<file path="src/hdl/urxe_pkg.sv">
// Purpose: Shared constants and types of the enhanced serial receive block.
// Assumes: APB word addressing, byte address equals register index times four.
// Notes: Index values below are register indices, not byte addresses.
package urxe_pkg;
   // Number of serial ports served by one block.
   localparam int unsigned URXE_PORTS = 2;
   localparam int unsigned URXE_AW = 12;
   // Register indices; byte address is index times four.
   localparam logic [9:0] URXE_IDX_STN_ADDR0 = 10'h0a9;
   localparam logic [9:0] URXE_IDX_STN_MASK0 = 10'h0b9;
   localparam logic [9:0] URXE_IDX_STN_ADDR1 = 10'h0aa;
   localparam logic [9:0] URXE_IDX_STN_MASK1 = 10'h0ba;
   localparam logic [9:0] URXE_IDX_CTRL0 = 10'h0c0;
   localparam logic [9:0] URXE_IDX_CTRL1 = 10'h0c1;
   localparam logic [9:0] URXE_IDX_STAT0 = 10'h0c2;
   localparam logic [9:0] URXE_IDX_DATA0 = 10'h0c4;
   localparam logic [9:0] URXE_IDX_DIV0 = 10'h0c6;
   localparam logic [9:0] URXE_IDX_DIV1 = 10'h0c7;
   localparam logic [9:0] URXE_IDX_IRQ_STAT = 10'h0c8;
   localparam logic [9:0] URXE_IDX_IRQ_MASK = 10'h0c9;
   // Control register field positions.
   localparam int unsigned URXE_CTRL_MODE_LSB = 0;
   localparam int unsigned URXE_CTRL_MPE = 2;
   localparam int unsigned URXE_CTRL_FCE = 3;
   localparam int unsigned URXE_CTRL_EN = 4;
   // Status register field positions.
   localparam int unsigned URXE_STAT_RC = 0;
   localparam int unsigned URXE_STAT_FAULT = 1;
   localparam int unsigned URXE_STAT_BIT9 = 2;
   // Reset values.
   localparam logic [7:0] URXE_ADDR_RST = 8'h00;
   localparam logic [7:0] URXE_MASK_RST = 8'h00;
   localparam logic [15:0] URXE_DIV_RST = 16'h0035;
   // Oversampling: last tick index of a bit (16 ticks per bit) and the start-bit middle.
   localparam logic [3:0] URXE_OVS_LAST = 4'hf;
   localparam logic [3:0] URXE_OVS_MID = 4'h7;

   typedef enum logic [1:0]
   {
      URXE_MODE_SYNC = 2'h0,
      URXE_MODE_1 = 2'h1,
      URXE_MODE_2 = 2'h2,
      URXE_MODE_3 = 2'h3
   } urxe_mode_t;

   // Receiver states, Gray coded along idle, start, data, stop.
   typedef enum logic [1:0]
   {
      URXE_ST_IDLE = 2'h0,
      URXE_ST_START = 2'h1,
      URXE_ST_DATA = 2'h3,
      URXE_ST_STOP = 2'h2
   } urxe_state_t;

   typedef struct packed
   {
      logic en;
      logic fce;
      logic mpe;
      urxe_mode_t mode;
   } urxe_cfg_t;

   typedef struct packed
   {
      logic stop;
      logic bit9;
      logic [7:0] data;
   } urxe_frame_t;
endpackage

</file>
<file path="src/hdl/urxe_addr_match.sv">
// Purpose: Compares a received address byte with the given and broadcast address.
// Assumes: Station address and mask come straight from registers.
// Notes: Purely combinational.
`timescale 1ns/1ps
`default_nettype none
module urxe_addr_match
(
   input wire logic [7:0] i_rx_addr,
   input wire logic [7:0] i_station,
   input wire logic [7:0] i_mask,
   output logic o_match
);
   logic given_hit;
   logic bcast_hit;

   // Given address: masked positions must equal the station bits.
   assign given_hit = ((i_rx_addr ^ i_station) & i_mask) == 8'h00;
   // Broadcast address: positions set in station OR mask must read one.
   assign bcast_hit = ((~i_rx_addr) & (i_station | i_mask)) == 8'h00;
   assign o_match = given_hit | bcast_hit;
endmodule
`default_nettype wire

</file>
<file path="src/hdl/urxe_rx_engine.sv">
// Purpose: Oversampling asynchronous receiver for modes 1, 2 and 3.
// Assumes: Line input is synchronous to the clock; mode 0 leaves it idle.
// Notes: Pulses mark the last data bit and the stop bit sample.
`timescale 1ns/1ps
`default_nettype none
module urxe_rx_engine
#(
   parameter int unsigned DIV_W = 16
)
(
   input wire logic i_mclk,
   input wire logic i_resetn,
   input wire logic i_rxd,
   input wire urxe_pkg::urxe_cfg_t i_cfg,
   input wire logic [DIV_W-1:0] i_div,
   output logic o_data_done,
   output logic o_stop_done,
   output urxe_pkg::urxe_frame_t o_frame
);
   import urxe_pkg::*;

   urxe_state_t state_q;
   logic [DIV_W-1:0] div_cnt_q;
   logic [3:0] os_q;
   logic [3:0] bit_q;
   logic [3:0] last_bit;
   logic tick;
   logic active;

   // Mode 1 carries eight data bits, modes 2 and 3 nine.
   assign last_bit = (i_cfg.mode == URXE_MODE_1) ? 4'h7 : 4'h8;
   assign active = i_cfg.en && (i_cfg.mode != URXE_MODE_SYNC);
   assign tick = (div_cnt_q == i_div);

   // Oversampling tick divider, each port at its own rate.
   always_ff @(posedge i_mclk or negedge i_resetn)
   begin
      if (!i_resetn)
         div_cnt_q <= '0;
      else if (tick || !active)
         div_cnt_q <= '0;
      else
         div_cnt_q <= div_cnt_q + 1'b1;
   end

   // Frame sequencer; samples each bit in its middle.
   always_ff @(posedge i_mclk or negedge i_resetn)
   begin
      if (!i_resetn)
      begin
         state_q <= URXE_ST_IDLE;
         os_q <= 4'h0;
         bit_q <= 4'h0;
         o_frame <= '0;
         o_data_done <= 1'b0;
         o_stop_done <= 1'b0;
      end
      else
      begin
         o_data_done <= 1'b0;
         o_stop_done <= 1'b0;
         if (tick)
            os_q <= os_q + 1'b1;
         case (state_q)
            URXE_ST_IDLE:
            begin
               os_q <= 4'h0;
               bit_q <= 4'h0;
               if (active && !i_rxd)
                  state_q <= URXE_ST_START;
            end
            URXE_ST_START:
            begin
               if (!active)
                  state_q <= URXE_ST_IDLE;
               else if (tick && os_q == URXE_OVS_MID)
               begin
                  os_q <= 4'h0;
                  state_q <= i_rxd ? URXE_ST_IDLE : URXE_ST_DATA; // False start rejected.
               end
            end
            URXE_ST_DATA:
            begin
               if (!active)
                  state_q <= URXE_ST_IDLE;
               else if (tick && os_q == URXE_OVS_LAST)
               begin
                  if (bit_q == 4'h8)
                     o_frame.bit9 <= i_rxd;
                  else
                     o_frame.data[bit_q[2:0]] <= i_rxd;
                  bit_q <= bit_q + 1'b1;
                  if (bit_q == last_bit)
                  begin
                     o_data_done <= 1'b1;
                     state_q <= URXE_ST_STOP;
                  end
               end
            end
            URXE_ST_STOP:
            begin
               if (!active)
                  state_q <= URXE_ST_IDLE;
               else if (tick && os_q == URXE_OVS_LAST)
               begin
                  o_frame.stop <= i_rxd;
                  o_stop_done <= 1'b1;
                  state_q <= URXE_ST_IDLE;
               end
            end
            default:
               state_q <= URXE_ST_IDLE;
         endcase
      end
   end
endmodule
`default_nettype wire

</file>
<file path="src/hdl/urxe_rx_enh.sv">
// Purpose: Two enhanced serial receivers with stop-bit checking and address filtering.
// Assumes: APB slave, 32-bit data, one register per aligned word.
// Notes: Receive-complete, stop-bit fault and interrupt flags clear by writing one.
`timescale 1ns/1ps
`default_nettype none

////////////////////////////////////////////////////////////////////////////////
module urxe_rx_enh
#(
   parameter int unsigned PORTS = 2,
   parameter int unsigned DIV_W = 16
)
(
   input wire logic i_mclk,
   input wire logic i_resetn,
   input wire logic i_psel,
   input wire logic i_penable,
   input wire logic i_pwrite,
   input wire logic [11:0] i_paddr,
   input wire logic [31:0] i_pwdata,
   output logic [31:0] o_prdata,
   output logic o_pready,
   output logic o_pslverr,
   input wire logic [PORTS-1:0] i_rxd,
   output logic o_irq
);
   import urxe_pkg::*;

   // Register selector codes shared by the read and write decoders.
   localparam logic [3:0] SEL_NONE = 4'h0;
   localparam logic [3:0] SEL_ADDR = 4'h1;
   localparam logic [3:0] SEL_MASK = 4'h2;
   localparam logic [3:0] SEL_CTRL = 4'h3;
   localparam logic [3:0] SEL_STAT = 4'h4;
   localparam logic [3:0] SEL_DATA = 4'h5;
   localparam logic [3:0] SEL_DIV = 4'h6;
   localparam logic [3:0] SEL_ISTAT = 4'h7;
   localparam logic [3:0] SEL_IMASK = 4'h8;

   ////////////////////////////////////////////////////////////////////////////////
   // Elaboration checks.
   // Parameter values that the register map cannot serve are refused.
   if (PORTS != URXE_PORTS)
      $error("PORTS must equal the register map port count.");
   if (DIV_W < 1 || DIV_W > 16)
      $error("DIV_W must lie between 1 and 16.");
   // The reset divisor must fit the chosen divider width.
   if (DIV_W < 16 && (URXE_DIV_RST >> DIV_W) != 16'h0000)
      $error("DIV_W too narrow for the reset divisor.");

   ////////////////////////////////////////////////////////////////////////////////
   // Register storage and per-port receive state.
   logic [7:0] stn_addr_q [PORTS];
   logic [7:0] stn_mask_q [PORTS];
   urxe_cfg_t cfg_q [PORTS];
   logic [DIV_W-1:0] div_q [PORTS];
   logic [7:0] rbuf_q [PORTS];
   logic [PORTS-1:0] rc_q;
   logic [PORTS-1:0] fault_q;
   logic [PORTS-1:0] rb8_q;
   logic [2*PORTS-1:0] irq_stat_q;
   logic [2*PORTS-1:0] irq_mask_q;
   logic [PORTS-1:0] rc_set;
   logic [PORTS-1:0] fault_set;
   logic [PORTS-1:0] data_done;
   logic [PORTS-1:0] stop_done;
   logic [PORTS-1:0] match;
   urxe_frame_t frame [PORTS];
   logic [2*PORTS-1:0] irq_set;
   logic [2*PORTS-1:0] irq_stat_d;
   logic [31:0] rd_d;
   logic err_d;
   logic [31:0] prdata_q;
   logic pslverr_q;
   logic [9:0] idx;
   logic setup;
   logic wr_acc;

   // Register selector, used by both the read and the write paths.
   function automatic logic [3:0] reg_sel(input logic [9:0] ix, output logic [0:0] port);
      port = 1'b0;
      reg_sel = SEL_NONE;
      case (ix)
         URXE_IDX_STN_ADDR0: reg_sel = SEL_ADDR;
         URXE_IDX_STN_ADDR1:
         begin
            reg_sel = SEL_ADDR;
            port = 1'b1;
         end
         URXE_IDX_STN_MASK0: reg_sel = SEL_MASK;
         URXE_IDX_STN_MASK1:
         begin
            reg_sel = SEL_MASK;
            port = 1'b1;
         end
         URXE_IDX_CTRL0, URXE_IDX_CTRL1:
         begin
            reg_sel = SEL_CTRL;
            port = ix[0];
         end
         URXE_IDX_STAT0, URXE_IDX_STAT0 + 10'h001:
         begin
            reg_sel = SEL_STAT;
            port = ix[0];
         end
         URXE_IDX_DATA0, URXE_IDX_DATA0 + 10'h001:
         begin
            reg_sel = SEL_DATA;
            port = ix[0];
         end
         URXE_IDX_DIV0, URXE_IDX_DIV1:
         begin
            reg_sel = SEL_DIV;
            port = ix[0];
         end
         URXE_IDX_IRQ_STAT: reg_sel = SEL_ISTAT;
         URXE_IDX_IRQ_MASK: reg_sel = SEL_IMASK;
         default: reg_sel = SEL_NONE;
      endcase
   endfunction

   // Write-one-to-clear strobe for one bit of one port's status register.
   function automatic logic stat_clr(input logic [9:0] ix, input logic [9:0] port,
      input logic [31:0] wd, input int unsigned pos);
      stat_clr = (ix == URXE_IDX_STAT0 + port) && wd[pos];
   endfunction

   ////////////////////////////////////////////////////////////////////////////////
   // Bus phase decode.
   assign idx = i_paddr[11:2];
   assign setup = i_psel && !i_penable;
   assign wr_acc = i_psel && i_penable && i_pwrite && !pslverr_q; // Refused writes never land.

   // Zero wait states: the answer was prepared in the setup cycle.
   assign o_pready = i_psel && i_penable;
   // Read data and error come from flops; the error shows only in the access phase.
   assign o_prdata = prdata_q;
   assign o_pslverr = pslverr_q && i_psel && i_penable;

   // Read mux and unmapped-address check.
   always_comb
   begin
      logic [0:0] p;
      logic [3:0] s;
      p = 1'b0;
      s = reg_sel(idx, p);
      rd_d = 32'h0000_0000;
      err_d = (s == 4'h0) || (i_paddr[1:0] != 2'h0);
      case (s)
         SEL_ADDR: rd_d[7:0] = stn_addr_q[p];
         SEL_MASK: rd_d[7:0] = stn_mask_q[p];
         SEL_CTRL: rd_d[4:0] = cfg_q[p];
         SEL_STAT:
         begin
            rd_d[URXE_STAT_RC] = rc_q[p];
            rd_d[URXE_STAT_FAULT] = fault_q[p];
            rd_d[URXE_STAT_BIT9] = rb8_q[p];
         end
         SEL_DATA: rd_d[7:0] = rbuf_q[p];
         SEL_DIV: rd_d[DIV_W-1:0] = div_q[p];
         SEL_ISTAT: rd_d[2*PORTS-1:0] = irq_stat_q;
         SEL_IMASK: rd_d[2*PORTS-1:0] = irq_mask_q;
         default: rd_d = 32'h0000_0000;
      endcase
   end

   // Answer captured in the setup cycle and held through the access phase.
   always_ff @(posedge i_mclk or negedge i_resetn)
   begin
      if (!i_resetn)
      begin
         prdata_q <= 32'h0000_0000;
         pslverr_q <= 1'b0;
      end
      else if (setup)
      begin
         prdata_q <= i_pwrite ? 32'h0000_0000 : rd_d;
         pslverr_q <= err_d;
      end
   end

   ////////////////////////////////////////////////////////////////////////////////
   // Software-written configuration registers.
   always_ff @(posedge i_mclk or negedge i_resetn)
   begin
      logic [0:0] p;
      logic [3:0] s;
      if (!i_resetn)
      begin
         for (int i = 0; i < PORTS; i++)
         begin
            stn_addr_q[i] <= URXE_ADDR_RST;
            stn_mask_q[i] <= URXE_MASK_RST;
            cfg_q[i] <= '0;
            div_q[i] <= URXE_DIV_RST[DIV_W-1:0];
         end
         irq_mask_q <= '0;
      end
      else if (wr_acc)
      begin
         p = 1'b0;
         s = reg_sel(idx, p);
         case (s)
            SEL_ADDR: stn_addr_q[p] <= i_pwdata[7:0];
            SEL_MASK: stn_mask_q[p] <= i_pwdata[7:0];
            SEL_CTRL: cfg_q[p] <= i_pwdata[4:0];
            SEL_DIV: div_q[p] <= i_pwdata[DIV_W-1:0];
            SEL_IMASK: irq_mask_q <= i_pwdata[2*PORTS-1:0];
            default: ;
         endcase
      end
   end

   ////////////////////////////////////////////////////////////////////////////////
   // Per-port receiver, address compare and flag decision.
   for (genvar g = 0; g < PORTS; g++)
   begin : g_port
      // Decision signals of this port.
      logic defer;
      logic mpe_act;
      logic is_mode1;
      logic accept_data;
      logic accept_stop;
      logic clr_rc;
      logic clr_fault;

      // Receiver of this port, at its own rate.
      urxe_rx_engine #(
         .DIV_W(DIV_W)
      ) u_rx (
         .i_mclk(i_mclk),
         .i_resetn(i_resetn),
         .i_rxd(i_rxd[g]),
         .i_cfg(cfg_q[g]),
         .i_div(div_q[g]),
         .o_data_done(data_done[g]),
         .o_stop_done(stop_done[g]),
         .o_frame(frame[g])
      );

      // Address compare against this port's station pair.
      urxe_addr_match u_match (
         .i_rx_addr(frame[g].data),
         .i_station(stn_addr_q[g]),
         .i_mask(stn_mask_q[g]),
         .o_match(match[g])
      );

      // Mode 0 never runs address filtering.
      assign mpe_act = cfg_q[g].mpe && (cfg_q[g].mode != URXE_MODE_SYNC);
      assign is_mode1 = cfg_q[g].mode == URXE_MODE_1;
      // Decision waits for the stop bit when checking, or mode 1 filtering.
      assign defer = cfg_q[g].fce || (mpe_act && is_mode1);
      // Early decision at the last data bit: ninth bit one plus match.
      assign accept_data = data_done[g] && !defer &&
         (!mpe_act || (frame[g].bit9 && match[g]));
      // Late decision at the stop bit.
      assign accept_stop = stop_done[g] && defer &&
         (!mpe_act || (match[g] && (is_mode1 ? frame[g].stop : frame[g].bit9)));
      // Flag events; the fault needs checking switched on.
      assign rc_set[g] = accept_data || accept_stop;
      assign fault_set[g] = stop_done[g] && cfg_q[g].fce && !frame[g].stop;
      // Status clears, from granted writes only.
      assign clr_rc = wr_acc && stat_clr(idx, 10'(g), i_pwdata, URXE_STAT_RC);
      assign clr_fault = wr_acc && stat_clr(idx, 10'(g), i_pwdata, URXE_STAT_FAULT);

      // Status flags; a set in the clearing cycle wins.
      always_ff @(posedge i_mclk or negedge i_resetn)
      begin
         if (!i_resetn)
         begin
            rc_q[g] <= 1'b0;
            fault_q[g] <= 1'b0;
         end
         else
         begin
            rc_q[g] <= rc_set[g] || (rc_q[g] && !clr_rc);
            fault_q[g] <= fault_set[g] || (fault_q[g] && !clr_fault);
         end
      end

      // Accepted byte and its ninth bit; in mode 1 the last sampled stop level, from the previous frame unless deferred.
      always_ff @(posedge i_mclk or negedge i_resetn)
      begin
         if (!i_resetn)
         begin
            rbuf_q[g] <= 8'h00;
            rb8_q[g] <= 1'b0;
         end
         else if (rc_set[g])
         begin
            rbuf_q[g] <= frame[g].data;
            rb8_q[g] <= is_mode1 ? frame[g].stop : frame[g].bit9;
         end
      end

      // Interrupt events of this port, in status register layout.
      assign irq_set[2*g] = rc_set[g];
      assign irq_set[2*g+1] = fault_set[g];
   end

   ////////////////////////////////////////////////////////////////////////////////
   // Interrupt status next value, write one to clear, set wins over clear.
   always_comb
   begin
      irq_stat_d = irq_set | irq_stat_q;
      if (wr_acc && idx == URXE_IDX_IRQ_STAT)
      begin
         irq_stat_d = irq_set | (irq_stat_q & ~i_pwdata[2*PORTS-1:0]);
      end
   end

   // Interrupt status register.
   always_ff @(posedge i_mclk or negedge i_resetn)
   begin
      if (!i_resetn)
         irq_stat_q <= '0;
      else
         irq_stat_q <= irq_stat_d;
   end

   // Level interrupt while any unmasked status bit is set.
   assign o_irq = |(irq_stat_q & irq_mask_q);
endmodule
`default_nettype wire

</file>
<file path="config.mk">
export PLATFORM = sky130hd
export DESIGN_NAME = urxe_rx_enh
export DESIGN_NICKNAME = d
export VERILOG_FILES = /design/src/hdl/urxe_pkg.sv /design/src/hdl/urxe_addr_match.sv /design/src/hdl/urxe_rx_engine.sv /design/src/hdl/urxe_rx_enh.sv
export SDC_FILE = /design/constraint.sdc
export NUM_CORES = 1
export LEC_CHECK = 0
export BUFFER_PORTS_ARGS = -buffer_cell sky130_fd_sc_hd__buf_2
export CAP_MARGIN = 20
export CORE_MARGIN = 8
export CORE_UTILIZATION = 55
export DETAILED_ROUTE_END_ITERATION = 6
export HOLD_SLACK_MARGIN = 0.15
export PLACE_DENSITY = 0.85
export SLEW_MARGIN = 20
export SYNTH_ARGS = -nofsm -noshare
export SYNTH_HDL_FRONTEND = slang
export SYNTH_SLANG_ARGS = --single-unit
</file>
<file path="constraint.sdc">
create_clock -name i_mclk -period 2.5 [get_ports i_mclk]
set_clock_uncertainty 0.05 [all_clocks]
set_input_delay 0.75 -clock i_mclk [delete_from_list [all_inputs] [get_ports i_mclk]]
set_output_delay 0.75 -clock i_mclk [all_outputs]
set_load 0.05 [all_outputs]
</file>
---- Yosys cells after proc, flatten, opt, wreduce, memory -nomap -nowiden ----
Cells that the tools add are included.
word-level totals
  register bits ........................... 213
  input bits .............................. 51
  output and inout bits ................... 35
  logic and storage cells ................. 357
cells by class
  add/subtract/negate cells ............... 6
  $lt $le $gt $ge ......................... 8
  eq/ne operators ......................... 59
  mux-type cells .......................... 102
  bitwise gates (word level) .............. 21
  reduce and logical (&&, ||, !) cells .... 117
operators with widths
  operator               number
  $eq 10x8->1 const B    14
  $mux 16                7
  $mux 8                 11
  $mux 4                 14
  $logic_and 1x1->1      50
  $mux 2                 18
  $add 16x1->16 const B  2
  $and 8x8->8            4
  $bwmux 16              2
  $bwmux 32              1
  $eq 16x16->1           2
  $logic_not 8->1        4
  $pmux 4 s2             4
  $pmux 4 s8             1
  $eq 4x3->1 const B     7
  $mux 1                 25
  $eq 4x4->1 const B     6
  $ne 3x3->1 const B     8
  $pmux 3 s8             1
  $mux 5                 4
  $add 4x1->4 const B    4
  $bwmux 8               2
  $demux 16 s1           1
  $eq 4x2->1 const B     4
  other kinds (40)       117

---- Depth between registers and ports, before layout ----
  depth after elaboration ................. 10
  gate-level depth with buffers ........... 10

---- Cells and area by module ----
From an unflattened synthesis, not the netlist that was laid out.
second synthesis, totals
  cells, all modules ...................... 987
  area total of the unflattened synthesis .. 10689.0 µm²
modules (own cells, without submodules)
  module                            instances  cells an instance  area an instance (µm²)
  urxe_rx_enh                       1          492                6069.6
  urxe_rx_engine at g_port[0].u_rx  1          226                2128.3
  urxe_rx_engine at g_port[1].u_rx  1          217                2118.3
  urxe_addr_match                   2          26                 186.4

---- Least setup slack after synthesis ----
Ideal clock, no wire load.
  path type ............................... input to register
  start ................................... input port i_paddr[11]
  end ..................................... register div_q[22] in the netlist's numbering
  setup time .............................. 0.127 ns
  arrival ................................. 2.756 ns
  data required time ...................... 2.323 ns
  setup slack ............................. -0.433 ns
  stages on the path ...................... 10
  buffers on the path ..................... 4
  cells stage by stage .................... or3b_1 -> buf_6 -> or4b_4 -> buf_6 -> nand2_2 -> buf_8 -> nor2_2 -> nand2_4 -> buf_6 -> mux2_1
between the ends
  longest elaborated chain between the ends .. 10
  elaborated cells between the ends (all ways) .. 35
  those cells by class .................... order compare (2); eq/ne (15); mux (7); bitwise (1); reduce/logical (10)
RTL lines
  element                                                                     RTL line            source
  start: declaration                                                          urxe_rx_enh.sv:19   input wire logic [11:0] i_paddr,
  $eq 10x8->1                                                                 urxe_rx_enh.sv:83   case (ix)
  $reduce_or 8->1 (no source line) / $reduce_or 2->1 (equally long branches)  n/a
  $pmux 1 s2                                                                  urxe_rx_enh.sv:83
  $mux 1                                                                      urxe_rx_enh.sv:199  else if (wr_acc)
  $not 1->2 (not written as such)                                             urxe_rx_enh.sv:207  SEL_DIV: div_q[p] <= i_pwdata[DIV_W-1:0];
  $ge 2x2->1 (not written as such) / $lt 2x1->1 (equally long branches)       urxe_rx_enh.sv:207
  $logic_and 1x1->1 (not written as such)                                     urxe_rx_enh.sv:207
  $mux 16 (not written as such)                                               urxe_rx_enh.sv:207
  $demux 16 s1                                                                urxe_rx_enh.sv:207
  $bwmux 32                                                                   urxe_rx_enh.sv:207
  end signal: indexed assignment                                              urxe_rx_enh.sv:195  div_q[i] <= URXE_DIV_RST[DIV_W-1:0];
  end signal: indexed assignment                                              urxe_rx_enh.sv:207
  end: declaration                                                            urxe_rx_enh.sv:56   logic [DIV_W-1:0] div_q [PORTS];
Parallel ways exist; a longest one is shown, timed or not. The select of a mux whose other input is x is not followed.
A chain may end at the register's enable or synchronous reset.

---- Worst setup path in the final report ----
  start ................................... input port i_paddr[10]
  end ..................................... register prdata_q[4] (netlist: o_prdata[4])
between the ends
  longest elaborated chain between the ends .. 9
  elaborated cells between the ends (all ways) .. 47
  those cells by class .................... eq/ne (19); mux (19); bitwise (1); reduce/logical (8)
RTL lines
  element                                                                     RTL line            source
  $eq 10x8->1                                                                 urxe_rx_enh.sv:83
  $reduce_or 8->1 (no source line) / $reduce_or 2->1 (equally long branches)  n/a
  $pmux 1 s2                                                                  urxe_rx_enh.sv:83
  $not 1->2 (not written as such)                                             n/a
  $mux 16 (not written as such) (tied with other cells) (3 in series)         urxe_rx_enh.sv:160  SEL_DIV: rd_d[DIV_W-1:0] = div_q[p];
  $pmux 1 s5 (*)                                                              urxe_rx_enh.sv:149  case (s)
  $mux 16 (*)                                                                 urxe_rx_enh.sv:177  prdata_q <= i_pwrite ? 32'h0000_0000 : rd_d;
  end signal: assignment                                                      urxe_rx_enh.sv:177
  end: declaration                                                            urxe_rx_enh.sv:73   logic [31:0] prdata_q;
Mark *: on every way between the ends. The rest lies on a longest branch, timed or not. The select of a mux whose other input is x is not followed.

==> reports/metrics.yaml <==
multiInputGateArea_um2: 5461
remaining_drc_errors: 0
rows: 51
clockBufferDepth: 2
synth_edf_count: 0
path_clk_slew_ns: 0.08
grt_pass1_wl_mm: 44.55
crit_start: "i_paddr[10]"
synth.avg_cell_area_um2: 10.99
vias: 8259
critPathRequiredTime_ns: 2.78
overflow: 0
reg2reg_slack_ns: 0.12
clock-sinks: 197
maxCapViolCount: 0
core-area_um2: 19270
detail_route.iter0.violations: 575
grt_max_degree: 66
firstDrtPassIters: 5
postRouteWirelength_mm: 27.78
synth-async-reset-ratio: 1.000
use_met1: 0.2972
cts_tree: "built"
cts_made_buffers: 17
io_pins: 86
first_global_vias: 8231
synth_cells: 971
layout_min_cycle_time_ns: 2.446
cp-endpoint: "o_prdata[4]"
slew_viol_final: 0
portBuffers: 53
worst_pin_slew_ns: 0.5737
worstPathArrival_ns: 2.73
r2r_end: "g_port[0].u_rx.state_q[0]"
tns_ns: 0
final_common_cell: "dfrtp_1"
nets: 1150
antenna_found_initial: 3
cts_root_buf: "clkbuf_16"
regArea_um2: 4940
stdcell_area_um2: 12360
finalHoldViolations: 0
dpl_cell_area_um2: 11700
peakVddDrop_uv: 334.2
clk_latency_ns: 0.45
grt_util_met3: 0.07517
ys_ff_latch: 197
ys.flop_type: "dfrtp_1"
status: "completed"
initial_core_util: 0.5538
cp_max_fo: 5
ant_nets: 0
p_leak_nw: 5.818
met2_usage: 0.3753
hp-class: "input port to asynchronous set/reset pin"
die-width_um: 155.3
rsz0062_at_grt: "false"
gr-max-usage-layer: "met2"
fillCellCount: 1397
r2r-start: "div_q[21]"
cts_hold_buf: 0
cts_max_level: 4
area_delta_synth_final_pct: 15.77
total_power_mw: 6.193
cp-start-kind: "input port"
layout_common_cells: "189 x dfrtp_1, 110 x mux2_2, 74 x nor2_1, 72 x buf_4, 67 x nand2_1"
end_kind: "flip-flop"
syn_area_um2: 10670
crit_type: "input port to flip-flop"
track_usage: 0.2364
reg2reg_depth: 8
relSlewSlack: 0.6135
avgRoutedWirePerCell_um: 20.41
drive_gt1_frac: 0.3057
setup_violations: 0
finalCritPeriodShare: 0.9785
gp_congestion: 0.9385
fp.dieH_um: 155.3
max_freq_ghz: 0.4088
die_area_um2: 24120
synthDistinctLibCells: 80
ys_seq_area_frac: 0.4628
power.density_nw_per_um2: 501.2
antenna_cells: 0
yosys_warnings: 0
dp_hpwl_mm: 20.23
avgViaCountPerCell: 6.068
[cell usage after synthesis (all sizes together), types with 16 or more instances]
master / n / area share
and3: 18 / 0.011
buf: 32 / 0.022
o21ai: 38 / 0.018
nand2: 72 / 0.027
nor3: 18 / 0.0084
dfrtp: 189 / 0.44
mux2i: 26 / 0.024
ha: 16 / 0.019
clkbuf: 24 / 0.012
nand4: 23 / 0.013
mux2: 128 / 0.14
a21oi: 23 / 0.011
xnor2: 45 / 0.037
nand3: 33 / 0.015
xor2: 31 / 0.025
nor2: 79 / 0.032
inv: 20 / 0.0070
[report_power, final]
group | internal (mW) | switching [mW]
logic | 0.0898 | 0.227
registers | 3.19 | 0.00762
clock network | 1.35 | 1.33
[per-layer routing]
layer,vias to the layer above,part of all wire
met2,373,0.47
met5,-,0.0015
li1,3710,-
met3,70,0.10
met4,6,0.027
met1,4100,0.40
[what timing repair did]
action	CTS	global route
setup endpoints to repair	3	13
pin swaps	1	3
resized for setup	6	9
setup buffers	0	2
[through the flow]
step                      setup slack (ns)  hold WS (ns)  utilization  std cells
after detailed placement           -0.5127        0.4199       0.6069       1327
after global routing              0.002480        0.2963       0.6412       1361
after floorplan                    -0.4167        0.3925            -        986
final                              0.05386        0.2582       0.6412       1361
after global placement             -0.4417        0.4060       0.6069       1327
after CTS                          0.02997        0.2863       0.6384       1359
[worst max-delay path, cell delays in order]
cell     delay, ns
buf_2         0.10
or3b_4        0.41
or4b_4        0.54
buf_4         0.18
nand3_1       0.09
a21oi_1       0.08
o41a_1        0.31
a221o_1       0.26
[state kept, by name (all words and copies together) (netlist names), 4 cells and up]
register / count
irq_mask_q: 4
g_port.u_rx.bit_q: 8
g_port.u_rx.div_cnt_q: 32
o_prdata: 16
cfg_q: 10
irq_stat_q: 4
div_q: 32
g_port.u_rx.o_frame: 20
g_port.u_rx.state_q: 4
stn_mask_q: 16
rbuf_q: 16
g_port.u_rx.os_q: 8
stn_addr_q: 16
[logic make-up after synthesis]
group,share of synthesized area
adders and majority gates,0.01876
AOI/OAI and AO/OA,0.09273
xor gates and xnor gates,0.06237
other,0.0003514
muxes,0.1721
DFF,0.4628
buffers and inverters,0.04103
and+or+nand+nor,0.1498
[cell type report]
cell class                      count  share of cell area
Timing Repair Buffer              134             0.07838
Clock buffer                       18             0.03554
Inverter                           20            0.006076
Tap cell                          265             0.02684
Sequential cell                   197              0.3998
Multi-Input combinational cell    713              0.4420
Clock inverter                     14             0.01134
[worst min-delay path by stage]
stage                        end  slack [ns]  cells past startpoint
global route            cfg_q[2]        0.30                      1
CTS                   rbuf_q[12]        0.29                      1
finish                rbuf_q[12]        0.26                      1
floorplan             fault_q[1]        0.39                      2
detailed placement  o_prdata[11]        0.42                      2
global placement    o_prdata[15]        0.41                      2
Power figures use the tool's default switching activity.
